[src/ofr_cfg.svh]
// Purpose: Offsets, reset values, limits and timing counts of the ramp
// Assumes: Frequencies in 0.01 Hz steps, times in 0.01 s steps
// Notes:   Included by the divider, the ramp generator and its bench
`ifndef OFR_CFG_SVH
`define OFR_CFG_SVH

// Register byte offsets
`define OFR_A_ACC1   8'h00
`define OFR_A_DEC1   8'h04
`define OFR_A_REF    8'h08
`define OFR_A_ACC2   8'h0C
`define OFR_A_DEC2   8'h10
`define OFR_A_START  8'h14
`define OFR_A_HOLD   8'h18
`define OFR_A_BASE   8'h1C
`define OFR_A_SHAPE  8'h20
`define OFR_A_EXT    8'h24
`define OFR_A_FUNC   8'h28
`define OFR_A_GAINA  8'h2C
`define OFR_A_GAINB  8'h30
`define OFR_A_TARGET 8'h34
`define OFR_A_STATUS 8'h38

// Reset values
`define OFR_RST_TIME  20'h001F4
`define OFR_RST_REF   16'h1770
`define OFR_RST_DEC2  20'h0270F
`define OFR_RST_START 16'h0032
`define OFR_RST_HOLD  20'h0270F
`define OFR_RST_BASE  16'h1770
`define OFR_RST_GAIN  16'h1770

// Limits and codes
`define OFR_NO_VALUE   20'h0270F
`define OFR_TIME_MAX   20'h57E40
`define OFR_TIME_FLOOR 20'h00003
`define OFR_TIME_MIN   20'h00004
`define OFR_HOLD_MAX   20'h003E8
`define OFR_REF_MIN    16'h0064
`define OFR_REF_MAX    16'h9C40
`define OFR_REF_HALF   16'h2EE0
`define OFR_START_MAX  16'h1770
`define OFR_ZERO_START 16'h0001
`define OFR_RT_CODE    8'h03
`define OFR_SHAPE_MAX  2'h2

// Timing
`define OFR_CLK_NS      32'h00000004
`define OFR_TICK_NS     32'h000F4240
`define OFR_TICK_CYCLES (`OFR_TICK_NS / `OFR_CLK_NS)
`define OFR_MS_PER_UNIT 48'h00000000000A
`define OFR_DIV_W       48

`endif

[src/ofr_pkg.sv]
// Purpose: Types shared by the ramp generator files
// Assumes: Nothing beyond ofr_cfg.svh
// Notes:   Status struct is also the status register layout, MSB first
package ofr_pkg;

  typedef enum logic [1:0] {
    OFR_IDLE  = 2'b00,
    OFR_HOLD  = 2'b01,
    OFR_RAMP  = 2'b10,
    OFR_DECEL = 2'b11
  } ofr_state_t;

  typedef enum logic [1:0] {
    OFR_LINEAR = 2'b00,
    OFR_S_A    = 2'b01,
    OFR_S_B    = 2'b10
  } ofr_shape_t;

  typedef struct packed {
    logic       running;
    logic       sec_active;
    ofr_state_t state;
    logic [15:0] out_freq;
  } ofr_status_t;

endpackage

[src/ofr_div.sv]
// Purpose: Serial restoring divider for the per-tick frequency step
// Assumes: den is non-zero; start ignored while busy
// Notes:   Result is valid with done, W+1 edges after start is taken
`timescale 1ns/1ps
`include "ofr_cfg.svh"
module ofr_div #(
  parameter int W = `OFR_DIV_W
) (
  // Clock and reset
  input  wire logic         sys_clk,
  input  wire logic         rst,
  // Request
  input  wire logic         start,
  input  wire logic [W-1:0] num,
  input  wire logic [W-1:0] den,
  // Result
  output logic              busy,
  output logic              done,
  output logic [W-1:0]      quo,
  output logic [W-1:0]      rem
);
  localparam int LAT = W + 1;
  logic [W:0]   part;
  logic [W:0]   trial;
  logic [W-1:0] dq;
  logic [7:0]   cnt;

  always_comb
  begin
    trial = {part[W-1:0], quo[W-1]};
  end

  always_ff @(posedge sys_clk or posedge rst)
  begin
    if (rst)
    begin
      part <= '0;
      quo  <= '0;
      dq   <= '0;
      cnt  <= 8'h00;
      busy <= 1'b0;
      done <= 1'b0;
    end
    else
    begin
      done <= 1'b0;
      if (start && !busy)
      begin
        part <= '0;
        quo  <= num;
        dq   <= den;
        cnt  <= 8'(W);
        busy <= 1'b1;
      end
      else if (busy)
      begin
        if (trial >= {1'b0, dq})
        begin
          part <= trial - {1'b0, dq};
          quo  <= {quo[W-2:0], 1'b1};
        end
        else
        begin
          part <= trial;
          quo  <= {quo[W-2:0], 1'b0};
        end
        cnt <= cnt - 8'h01;
        if (cnt == 8'h01)
        begin
          busy <= 1'b0;
          done <= 1'b1;
        end
      end
    end
  end

  assign rem = part[W-1:0];
endmodule // ofr_div

[src/ofr_ramp.sv]
// Purpose: Output frequency ramp generator with AXI4-Lite settings
// Assumes: start_cmd and second_function_select are async contact pins
// Notes:   S-pattern B runs as linear; one step per 1 ms control tick
// What this block does
// Accel time spans 0Hz to reference frequency
// Decel time spans reference frequency to 0Hz
// Reference frequency 1 to 400Hz, default 60Hz
// Second select swaps in second ramp times
// Second accel time 0 to 3600s
// Second decel 9999 reuses second accel time
// Second select needs terminal function code 3
// Times of 0.03s or less run 0.04s
// S-pattern A times target base frequency
// S-pattern A above base follows quadratic time
// Start begins at starting frequency, 0-60Hz
// Hold starting frequency for hold time
// Hold time 0 to 10s, 9999 disables
// Reference write leaves setting gains alone
// Second select enables all second functions
// Listed settings writable only when display select 0
// Start dropped during hold decelerates at once
// Zero starting frequency holds at 0.01Hz
// Shape codes: linear 0, A 1, B 2
// Each tick steps by reference over time
`timescale 1ns/1ps
`include "ofr_cfg.svh"
module ofr_ramp #(
  parameter int TICK_CYCLES = `OFR_TICK_CYCLES
) (
  // Clock and reset
  input  wire logic         sys_clk,
  input  wire logic         rst,
  // AXI4-Lite write
  input  wire logic [7:0]   s_axi_awaddr,
  input  wire logic         s_axi_awvalid,
  output logic              s_axi_awready,
  input  wire logic [31:0]  s_axi_wdata,
  input  wire logic [3:0]   s_axi_wstrb,
  input  wire logic         s_axi_wvalid,
  output logic              s_axi_wready,
  output logic [1:0]        s_axi_bresp,
  output logic              s_axi_bvalid,
  input  wire logic         s_axi_bready,
  // AXI4-Lite read
  input  wire logic [7:0]   s_axi_araddr,
  input  wire logic         s_axi_arvalid,
  output logic              s_axi_arready,
  output logic [31:0]       s_axi_rdata,
  output logic [1:0]        s_axi_rresp,
  output logic              s_axi_rvalid,
  input  wire logic         s_axi_rready,
  // Contact inputs
  input  wire logic         start_cmd,
  input  wire logic         second_function_select,
  // Drive outputs
  output ofr_pkg::ofr_status_t status
);
  import ofr_pkg::*;

  logic [19:0] acc1, dec1, acc2, dec2, hold;
  logic [15:0] ref_f, start_f, base_f, gain_a, gain_b, target;
  logic [7:0]  ext_disp, term_func;
  ofr_shape_t  shape;
  logic        start_m, start_s, rt_m, rt_s, sec_q;
  ofr_state_t  state;
  logic [15:0] out_freq;

  // Two-flop synchronisers for the contact pins
  always_ff @(posedge sys_clk or posedge rst)
  begin
    if (rst)
    begin
      start_m <= 1'b0;
      start_s <= 1'b0;
      rt_m    <= 1'b0;
      rt_s    <= 1'b0;
    end
    else
    begin
      start_m <= start_cmd;
      start_s <= start_m;
      rt_m    <= second_function_select;
      rt_s    <= rt_m;
    end
  end

  // AXI4-Lite slave: address and data caught in either order
  logic        aw_held, w_held, wr_fire, wr_ok;
  logic [7:0]  aw_q;
  logic [31:0] wd_q, wv, cur;
  logic [3:0]  ws_q;
  logic        cur_hit;

  function automatic logic [31:0] reg_read(input logic [7:0] a);
    case (a)
      `OFR_A_ACC1:   reg_read = {12'h000, acc1};
      `OFR_A_DEC1:   reg_read = {12'h000, dec1};
      `OFR_A_REF:    reg_read = {16'h0000, ref_f};
      `OFR_A_ACC2:   reg_read = {12'h000, acc2};
      `OFR_A_DEC2:   reg_read = {12'h000, dec2};
      `OFR_A_START:  reg_read = {16'h0000, start_f};
      `OFR_A_HOLD:   reg_read = {12'h000, hold};
      `OFR_A_BASE:   reg_read = {16'h0000, base_f};
      `OFR_A_SHAPE:  reg_read = {30'h00000000, shape};
      `OFR_A_EXT:    reg_read = {24'h000000, ext_disp};
      `OFR_A_FUNC:   reg_read = {24'h000000, term_func};
      `OFR_A_GAINA:  reg_read = {16'h0000, gain_a};
      `OFR_A_GAINB:  reg_read = {16'h0000, gain_b};
      `OFR_A_TARGET: reg_read = {16'h0000, target};
      `OFR_A_STATUS: reg_read = {12'h000, status};
      default:       reg_read = 32'h00000000;
    endcase
  endfunction

  assign s_axi_awready = !aw_held && !s_axi_bvalid;
  assign s_axi_wready  = !w_held && !s_axi_bvalid;
  assign s_axi_arready = !s_axi_rvalid;
  assign wr_fire       = aw_held && w_held && !s_axi_bvalid;

  always_comb
  begin
    cur = reg_read(aw_q);
    for (int i = 0; i < 4; i++)
      wv[8*i +: 8] = ws_q[i] ? wd_q[8*i +: 8] : cur[8*i +: 8];
  end

  // Out-of-range and locked writes are refused with SLVERR
  always_comb
  begin
    case (aw_q)
      `OFR_A_ACC1, `OFR_A_DEC1:
        wr_ok = wv[31:20] == 12'h000 && wv[19:0] <= `OFR_TIME_MAX;
      `OFR_A_REF:
        wr_ok = ext_disp == 8'h00 && wv[31:16] == 16'h0000 &&
                wv[15:0] >= `OFR_REF_MIN && wv[15:0] <= `OFR_REF_MAX;
      `OFR_A_ACC2:
        wr_ok = ext_disp == 8'h00 && wv[31:20] == 12'h000 &&
                wv[19:0] <= `OFR_TIME_MAX;
      `OFR_A_DEC2:
        wr_ok = ext_disp == 8'h00 && wv[31:20] == 12'h000 &&
                (wv[19:0] <= `OFR_TIME_MAX ||
                 wv[19:0] == `OFR_NO_VALUE);
      `OFR_A_START:
        wr_ok = ext_disp == 8'h00 && wv[31:16] == 16'h0000 &&
                wv[15:0] <= `OFR_START_MAX;
      `OFR_A_HOLD:
        wr_ok = ext_disp == 8'h00 && wv[31:20] == 12'h000 &&
                (wv[19:0] <= `OFR_HOLD_MAX ||
                 wv[19:0] == `OFR_NO_VALUE);
      `OFR_A_SHAPE:
        wr_ok = ext_disp == 8'h00 && wv[31:2] == 30'h00000000 &&
                wv[1:0] <= `OFR_SHAPE_MAX;
      `OFR_A_BASE:
        wr_ok = wv[31:16] == 16'h0000 && wv[15:0] != 16'h0000;
      `OFR_A_EXT, `OFR_A_FUNC:
        wr_ok = wv[31:8] == 24'h000000;
      `OFR_A_GAINA, `OFR_A_GAINB, `OFR_A_TARGET:
        wr_ok = wv[31:16] == 16'h0000;
      default:
        wr_ok = 1'b0;
    endcase
  end

  always_ff @(posedge sys_clk or posedge rst)
  begin
    if (rst)
    begin
      aw_held      <= 1'b0;
      w_held       <= 1'b0;
      aw_q         <= 8'h00;
      wd_q         <= 32'h00000000;
      ws_q         <= 4'h0;
      s_axi_bvalid <= 1'b0;
      s_axi_bresp  <= 2'b00;
    end
    else
    begin
      if (s_axi_awvalid && s_axi_awready)
      begin
        aw_held <= 1'b1;
        aw_q    <= s_axi_awaddr;
      end
      if (s_axi_wvalid && s_axi_wready)
      begin
        w_held <= 1'b1;
        wd_q   <= s_axi_wdata;
        ws_q   <= s_axi_wstrb;
      end
      if (wr_fire)
      begin
        aw_held      <= 1'b0;
        w_held       <= 1'b0;
        s_axi_bvalid <= 1'b1;
        s_axi_bresp  <= wr_ok ? 2'b00 : 2'b10;
      end
      else if (s_axi_bvalid && s_axi_bready)
        s_axi_bvalid <= 1'b0;
    end
  end

  always_ff @(posedge sys_clk or posedge rst)
  begin
    if (rst)
    begin
      s_axi_rvalid <= 1'b0;
      s_axi_rdata  <= 32'h00000000;
      s_axi_rresp  <= 2'b00;
    end
    else if (s_axi_arvalid && s_axi_arready)
    begin
      s_axi_rvalid <= 1'b1;
      s_axi_rdata  <= reg_read(s_axi_araddr);
      s_axi_rresp  <= (s_axi_araddr[1:0] == 2'b00 &&
                       s_axi_araddr <= `OFR_A_STATUS) ? 2'b00 : 2'b10;
    end
    else if (s_axi_rvalid && s_axi_rready)
      s_axi_rvalid <= 1'b0;
  end

  // Settings; the reference write touches no gain register
  always_ff @(posedge sys_clk or posedge rst)
  begin
    if (rst)
    begin
      acc1 <= `OFR_RST_TIME;   dec1 <= `OFR_RST_TIME;
      acc2 <= `OFR_RST_TIME;   dec2 <= `OFR_RST_DEC2;
      ref_f <= `OFR_RST_REF;   start_f <= `OFR_RST_START;
      hold <= `OFR_RST_HOLD;   base_f <= `OFR_RST_BASE;
      shape <= OFR_LINEAR;     ext_disp <= 8'h00;
      term_func <= 8'h00;      target <= 16'h0000;
      gain_a <= `OFR_RST_GAIN; gain_b <= `OFR_RST_GAIN;
    end
    else if (wr_fire && wr_ok)
    begin
      case (aw_q)
        `OFR_A_ACC1:   acc1 <= wv[19:0];
        `OFR_A_DEC1:   dec1 <= wv[19:0];
        `OFR_A_REF:    ref_f <= wv[15:0];
        `OFR_A_ACC2:   acc2 <= wv[19:0];
        `OFR_A_DEC2:   dec2 <= wv[19:0];
        `OFR_A_START:  start_f <= wv[15:0];
        `OFR_A_HOLD:   hold <= wv[19:0];
        `OFR_A_BASE:   base_f <= wv[15:0];
        `OFR_A_SHAPE:  shape <= ofr_shape_t'(wv[1:0]);
        `OFR_A_EXT:    ext_disp <= wv[7:0];
        `OFR_A_FUNC:   term_func <= wv[7:0];
        `OFR_A_GAINA:  gain_a <= wv[15:0];
        `OFR_A_GAINB:  gain_b <= wv[15:0];
        `OFR_A_TARGET: target <= wv[15:0];
        default:       ;
      endcase
    end
  end

  // Second function only counts once a terminal carries its code
  always_ff @(posedge sys_clk or posedge rst)
  begin
    if (rst)
      sec_q <= 1'b0;
    else
      sec_q <= rt_s && term_func == `OFR_RT_CODE;
  end

  logic [19:0] t_acc_raw, t_dec_raw, t_acc, t_dec;
  logic [15:0] start_eff, goal, diff, fb_eff;
  logic        up, sa_hi, div_go, div_done, tick;
  logic [47:0] tms, inc, den, num, quo, drem, rem_q;

  always_comb
  begin
    t_acc_raw = sec_q ? acc2 : acc1;
    t_dec_raw = !sec_q ? dec1 :
                (dec2 == `OFR_NO_VALUE ? acc2 : dec2);
    t_acc = t_acc_raw <= `OFR_TIME_FLOOR ? `OFR_TIME_MIN : t_acc_raw;
    t_dec = t_dec_raw <= `OFR_TIME_FLOOR ? `OFR_TIME_MIN : t_dec_raw;
    start_eff = start_f == 16'h0000 ? `OFR_ZERO_START : start_f;
    goal = !start_s ? 16'h0000 : (target > start_eff ? target : start_eff);
    up   = goal > out_freq;
    diff = up ? goal - out_freq : out_freq - goal;
    tms  = {28'h0000000, up ? t_acc : t_dec} * `OFR_MS_PER_UNIT;
    fb_eff = shape == OFR_S_A ? base_f : ref_f;
    sa_hi  = shape == OFR_S_A && out_freq >= base_f;
    // Above base the slope falls as 1/f so total time is quadratic
    inc = sa_hi ? 48'h000000000009 * {32'h0, base_f} * {32'h0, base_f}
                : {32'h0, fb_eff};
    den = sa_hi ? 48'h000000000008 * tms * {32'h0, out_freq} : tms;
    num = rem_q + inc;
  end

  logic [17:0] tick_cnt;
  always_ff @(posedge sys_clk or posedge rst)
  begin
    if (rst)
    begin
      tick_cnt <= 18'h00000;
      tick     <= 1'b0;
    end
    else
    begin
      tick     <= tick_cnt == 18'(TICK_CYCLES - 1);
      tick_cnt <= tick_cnt == 18'(TICK_CYCLES - 1) ? 18'h00000
                                                   : tick_cnt + 18'h00001;
    end
  end

  logic div_busy;
  assign div_go = tick && (state == OFR_RAMP || state == OFR_DECEL) &&
                  out_freq != goal;

  ofr_div #(.W(`OFR_DIV_W)) u_div (
    .sys_clk (sys_clk),
    .rst     (rst),
    .start   (div_go),
    .num     (num),
    .den     (den),
    .busy    (div_busy),
    .done    (div_done),
    .quo     (quo),
    .rem     (drem)
  );

  logic [13:0] hold_cnt;
  always_ff @(posedge sys_clk or posedge rst)
  begin
    if (rst)
    begin
      state    <= OFR_IDLE;
      out_freq <= 16'h0000;
      hold_cnt <= 14'h0000;
      rem_q    <= 48'h000000000000;
    end
    else
    begin
      unique case (state)
        OFR_IDLE:
          if (start_s)
          begin
            out_freq <= start_eff;
            hold_cnt <= 14'(hold * 20'h0000A);
            rem_q    <= 48'h000000000000;
            state <= (hold == `OFR_NO_VALUE || hold == 20'h00000)
                     ? OFR_RAMP : OFR_HOLD;
          end
        OFR_HOLD:
          if (!start_s)
            state <= OFR_DECEL;
          else if (tick)
          begin
            hold_cnt <= hold_cnt - 14'h0001;
            if (hold_cnt <= 14'h0001)
              state <= OFR_RAMP;
          end
        OFR_RAMP, OFR_DECEL:
        begin
          state <= start_s ? OFR_RAMP : OFR_DECEL;
          if (div_done)
          begin
            rem_q <= drem;
            if (quo >= {32'h0, diff})
              out_freq <= goal;
            else if (up)
              out_freq <= out_freq + quo[15:0];
            else
              out_freq <= out_freq - quo[15:0];
          end
          else if (!start_s && out_freq == 16'h0000 && !div_busy)
            state <= OFR_IDLE;
        end
      endcase
    end
  end

  assign status = '{running: state != OFR_IDLE, sec_active: sec_q,
                    state: state, out_freq: out_freq};
endmodule // ofr_ramp

[config.mk]
export PLATFORM = sky130hd
export DESIGN_NAME = ofr_ramp
export DESIGN_NICKNAME = d
export VERILOG_FILES = /design/src/ofr_pkg.sv /design/src/ofr_div.sv /design/src/ofr_ramp.sv
export VERILOG_INCLUDE_DIRS = /design/src
export SDC_FILE = /design/constraint.sdc
export NUM_CORES = 2
export LEC_CHECK = 0
export ABC_AREA = 1
export BUFFER_PORTS_ARGS = -buffer_cell sky130_fd_sc_hd__buf_2
export CORE_UTILIZATION = 50
export DETAILED_ROUTE_END_ITERATION = 7
export HOLD_SLACK_MARGIN = 0.1
export PLACE_DENSITY = 0.71
export RECOVER_POWER = 25
export SLEW_MARGIN = 20
export SYNTH_ARGS = -nofsm -noshare
export SYNTH_HDL_FRONTEND = slang
export SYNTH_SLANG_ARGS = --single-unit
export TNS_END_PERCENT = 50
[constraint.sdc]
create_clock -name sys_clk -period 21.7 [get_ports sys_clk]
set_input_delay 3.255 -clock sys_clk [delete_from_list [all_inputs] [get_ports sys_clk]]
set_output_delay 3.255 -clock sys_clk [all_outputs]
set_load 0.01 [all_outputs]
* After elaboration in Yosys (flattened, before gate mapping) *
Index checks and enable logic that the tools add are counted.

word-level totals
  word-level logic and storage cells = 263
  input bits = 61
  output and inout bits = 61
  flip-flop bits (word level) = 556

operators by class
  muxes and demuxes = 66
  reduce and logical (&&, ||, !) cells = 82
  $lt $le $gt $ge = 15
  eq/ne operators = 45
  add/subtract/negate cells = 9
  $mul = 5

operators with widths
  operator                                                          count
  case mux 20 bit (15 select lines)                                 2
  2-to-1 mux 48 bit                                                 7
  2-to-1 mux 16 bit                                                 9
  2-to-1 mux 20 bit                                                 6
  == test 8 x 6 -> 1 bit (second input constant)                    14
  case mux 48 bit (2 select lines)                                  1
  == test 8 x 5 -> 1 bit (second input constant)                    8
  == test 20 x 14 -> 1 bit (second input constant)                  3
  greater-or-equal comparator 49 x 48 -> 1 bit                      1
  adder 48 x 36 -> 48 bit                                           1
  greater-or-equal comparator 48 x 16 -> 1 bit                      1
  logical NOT 16 bit                                                3
  2-to-1 mux 8 bit                                                  6
  subtractor 16 bit                                                 3
  subtractor 48 bit                                                 1
  2-to-1 mux 43 bit                                                 1
  2-to-1 mux 14 bit                                                 3
  less-or-equal comparator 20 x 2 -> 1 bit (second input constant)  2
  multiplier 23 x 16 -> 39 bit                                      1
  multiplier 20 x 16 -> 36 bit                                      1
  2-to-1 mux 36 bit                                                 1
  == test 8 x 4 -> 1 bit (second input constant)                    4
  greater-than comparator 16 bit                                    2
  case mux 16 bit (2 select lines)                                  1
  other kinds (48)                                                  140

* Longest topological paths before layout *
  word-level depth = 11
  mapped depth = 79
  mapped depth without buffers = 77

* By module *
Synthesis repeated with hierarchy kept, for this count alone.

second synthesis, totals
  cells, all modules = 8766
  area total of the unflattened synthesis = 63265.7 um^2

modules (own cells, without submodules)
  module    area an instance (um^2)  seq. area each (um^2)  cells each  times used
  ofr_ramp  52292.7                  9790.6                 7067        1
  ofr_div   10973.0                  3853.7                 1699        1

* Worst setup path after synthesis *
Ideal clock, no wire load.

  kind = flip-flop to flip-flop
  from = register start_f[5]
  to = register u_div.dq[36]
  path slack = 9.578 ns
  setup time = 0.131 ns
  period minus slack after synthesis = 12.122 ns
  arrival time = 11.991 ns
  cell stages (with the launch flop) = 74
  buffers on the path = 4
  data required time = 21.569 ns
  cell sequence = dfstp_2 -> inv_1 -> nand4_1 -> nor2_1 -> a21oi_1 -> inv_1 -> ha_1 -> nor2_1 -> nor2_1 -> o21a_1 -> o221ai_1 -> a21oi_1 -> o21ai_0 -> nand2_1 -> inv_1 -> clkbuf_1 -> nand2_1 -> nand3_1 -> [... 38 more ...] -> inv_1 -> fa_1 -> fa_1 -> inv_1 -> fa_1 -> inv_1 -> ha_1 -> nand2_1 -> nor4_1 -> a21oi_1 -> o21ai_0 -> a21oi_1 -> o21ai_0 -> nand2_1 -> nand2_1 -> a21oi_1 -> o21ai_0 -> o21ai_0

on the way
  word-level cells in the longest chain between the ends = 10
  elaborated cells between the ends (all ways) = 13
  classes of those cells = mul (2); order compare (2); eq/ne (1); mux (5); reduce/logical (3)

RTL lines
  item                                   RTL line         source
  start, declared                        ofr_ramp.sv:61   logic [15:0] ref_f, start_f, base_f, gain_a, gain_b, target;
  start signal, assigned                 ofr_ramp.sv:227  ref_f <= `OFR_RST_REF; start_f <= `OFR_RST_START;
  start signal, assigned                 ofr_ramp.sv:241  `OFR_A_START: start_f <= wv[15:0];
  logical NOT 16 bit                     ofr_ramp.sv:276  start_eff = start_f == 16'h0000 ? `OFR_ZERO_START : start_f;
  2-to-1 mux 16 bit *                    ofr_ramp.sv:276
  greater-than comparator 16 bit         ofr_ramp.sv:277  goal = !start_s ? 16'h0000 : (target > start_eff ? target : start_eff);
  2-to-1 mux 16 bit * (2 in a row)       ofr_ramp.sv:277
  greater-than comparator 16 bit         ofr_ramp.sv:278  up = goal > out_freq;
  2-to-1 mux 20 bit                      ofr_ramp.sv:280  tms = {28'h0000000, up ? t_acc : t_dec} * `OFR_MS_PER_UNIT;
  multiplier 20 x 3 -> 23 bit (no line)  n/a
  multiplier 23 x 16 -> 39 bit           ofr_ramp.sv:286  den = sa_hi ? 48'h000000000008 * tms * {32'h0, out_freq} : tms;
  2-to-1 mux 43 bit                      ofr_ramp.sv:286
  end signal, assigned                   ofr_div.sv:51    dq <= den;
  end, declared                          ofr_div.sv:25    logic [W-1:0] dq;

Every way passes the cells marked *; elsewhere a longest branch is shown, timed or not.
A chain may end at the register's enable or synchronous reset.

* Worst setup path in the final report *
  from = register start_f[5]
  to = register u_div.dq[41]

Same word-level chain as after synthesis.

==> run summary <==
final hold slack: 364 ps
Leak Pwr: 33.5 nW
EDFF count, synth: 0
max-cap violations: 9
Adder-Cell Fraction of Synth Area: 27.7%
Post-CTS Hold Fix Bufs: 0
layout cell share with drive strength beyond 1: 6.24%
CTS tree: done
Nets: 9291
final setup TNS: 0 ps
peak supply drop: 0.000112 V
clk buf depth: 3
status: complete, but fails checks
Post-Syn Area: 61300 um2
final hold viol count: 0
Post-synth ARST share: 100%
FP Rows: 128
Synth top area share: 19.2%
Yosys cell types: 66
worst hold start: rt_m
Post-Synthesis Cells: 8271
Post-Synth Simple-Gate Area: 23.9%
worst setup path startpoint: start_f[5]
Final Setup Violations: 0
Num CTS Buffers: 67
Final Instance Area: 65500 um2
root buffer cell: clkbuf_16
crit start category: flip-flop
initial antenna violation count: 13
Avg Vias per Cell: 5.94
ANT nets after route: 0
Slew headroom: -246%
WL/cell: 23.5 um
DIE AREA: 124000 um2
Post-Route WL: 232000 um
Area contributors post-synth: dfrtp_1 (19%), fa_1 (18%), nand2_1 (12%)
H-Tree Depth: 3
hpwl dp: 176000 um
crit path time final: 14170 ps
achievable frequency: 70.6 MHz
I/O pin total: 122
failing checks: max-capacitance violations, max-slew violations
Mapped Avg Cell Area: 7.41 um2
crit-path max FO: 43
Arr. time, crit path: 14670 ps
YS warnings: 0
Req. time, crit path: 22200 ps
# clock sinks: 536
RR Startpoint: start_f[5]
clock skew: 45.5 ps
cell with the most instances after synthesis: nand2_1
part of the power in registers: 25.5%
Int Pwr: 2.39 mW
register area share after synthesis: 22.0%
clock network fraction of design power: 28.3%
largest net degree at the start of global routing: 107
grt ovf: 0
Synth Register Bits: 536
First-pass DRT Iterations: 6
Synth Area in XOR/XNOR: 2.46%
Gate power share: 46.2%
vias in the first global route: 56.8k
RSZ-0062 raised after global routing: no
Max Transition Viols Final: 534
Largest stage delay, worst path: 600 ps
sw power: 2.03 mW
Hold Crit Class: flip-flop to flip-flop
All-Layer GR Usage: 37.1%
prevailing post-synth register cell: dfrtp_1
core area: 122000 um2
crit path kind: flip-flop to flip-flop
CP dominant cell by count: nand2_1
PortBufs: 107
post-CTS setup buffers: 0
Die X: 352 um
drc violations: 0
Synth Area in Compound Gates: 12.1%
Tcrit/Tclk final: 65.3%
Final Util: 53.8%
Starting Density: 50.4%
post-CTS sizing: 0
slowest CP cell: fa_1
most frequent cells after synthesis: nand2_1 (2007), inv_1 (1302), nor2_1 (679)
Worst setup EP type: flip-flop
clock-pin slew on the worst setup and hold paths: 70 ps
worst-margin pin slew: 5160 ps
first-pass GRT wire length: 352000 um
via count: 58.7k
Area after DPL: 63100 um2
Vert. Die Dim: 352 um
GP Congestion: 1.06
largest family of logic cells by synthesized area: adder cells
Synth area leader: dfrtp_1
PD cells: 67.5 nW/um2
Layout Area Growth over Synthesis: 6.83%
switching part of the total power: 46.0%
mux cell area share after synthesis: 0.753%
clk_lat worst skew: 690 ps
Detailed Route Iter0 Violations: 6552
cell families (layout without fill, tap and decap cells):
logic type,after synthesis,in the layout
and+or+nand+nor,3498,3498
buffers and inverters,1711,1682
AOI/OAI and AO/OA,1283,1283
adders and majority gates,1028,1028
DFF,536,536
xor gates and xnor gates,172,172
muxes,42,42
other,1,16
stage by stage:
step                setup WS, ps  power, mW  instances
floorplan                   3570       2.42       8284
global placement            7950       3.09       9758
detailed placement          7690       3.11       9758
CTS                         7640       4.37       9880
global route                6060       4.64       9880
finish                      7530       4.42       9882
routing by layer:
metal	vias up	GRT usage [%]	part of all wire, %
met5	-	0	0.025
met4	10	18.3	5.7
met3	632	8.46	11
met2	3109	55.6	43
met1	28500	50.5	41
li1	26500	-	-
critical path: cells and delay by family (launching register included):
kind / cells / cell delay (ps)
AO/OA/AOI/OAI: 21 / 3920
adder cells (fa/ha/maj): 11 / 4540
buffers and inverters: 9 / 1780
flip-flops: 1 / 560
AND/OR/NAND/NOR: 22 / 3150
path summary, 6_finish.rpt:
kind                       slack [ps]  depth (start not counted)           end
hold reg to reg                   360                          0          rt_s
setup reg to reg                 7530                         63  u_div.dq[41]
min in group asynchronous        4170                          2  tick_cnt[12]
max in group asynchronous       11430                          3    u_div.busy
hold / removal                    360                          0          rt_s
setup / recovery                 7530                         63  u_div.dq[41]
state kept, by name (all words and copies together), names as in the netlist, 32 cells and up:
name,count
wd_q,32
u_div.part,48
u_div.quo,48
u_div.dq,42
rem_q,48
power by group through the flow:
stage | clock (mW) | sequential (mW) | combinational, mW
2_1_floorplan | 0 | 1.15 | 1.27
3_3_place_gp | 0 | 1.14 | 1.95
3_5_place_dp | 0 | 1.14 | 1.97
4_1_cts | 1.26 | 1.13 | 1.98
5_1_grt | 1.29 | 1.13 | 2.21
6_report | 1.25 | 1.13 | 2.04
layout by cell type, fill, tap and decap left out, types with 16 or more instances in the layout:
cell          n
nor4_1       36
nor3_1       64
nand3_1     369
nand2_1    2005
a22oi_1      17
mux2_2       33
fa_1        549
dfstp_2      65
buf_4        99
o22ai_1      44
inv_1      1302
a31oi_1      48
a21o_1       25
ha_1        479
nor2_1      670
nor2_2       20
clkinv_1     28
or2_2        30
o31ai_1      27
o221ai_1     54
nand4_1     258
xnor2_1      61
o21ai_0     460
o2111ai_1    19
buf_2       107
xor2_1      111
clkbuf_1     16
o21ai_1      18
a21oi_1     427
o211ai_1     43
clkbuf_16    69
dfrtp_1     468
a221oi_1     39
final cells by class:
| cell class | count | area (um2) |
|---|---|---|
| diodes | 2 | 5.00 |
| clock buffers | 86 | 1880 |
| clock inverters | 36 | 537 |
| fillers | 11900 | 56200 |
| inverters | 1345 | 5050 |
| multi-input cells | 6037 | 41200 |
| flip-flops and latches | 536 | 13500 |
| well taps | 1625 | 2030 |
| repair buffers | 215 | 1320 |
Note: power is estimated with default switching activity, not from simulation.
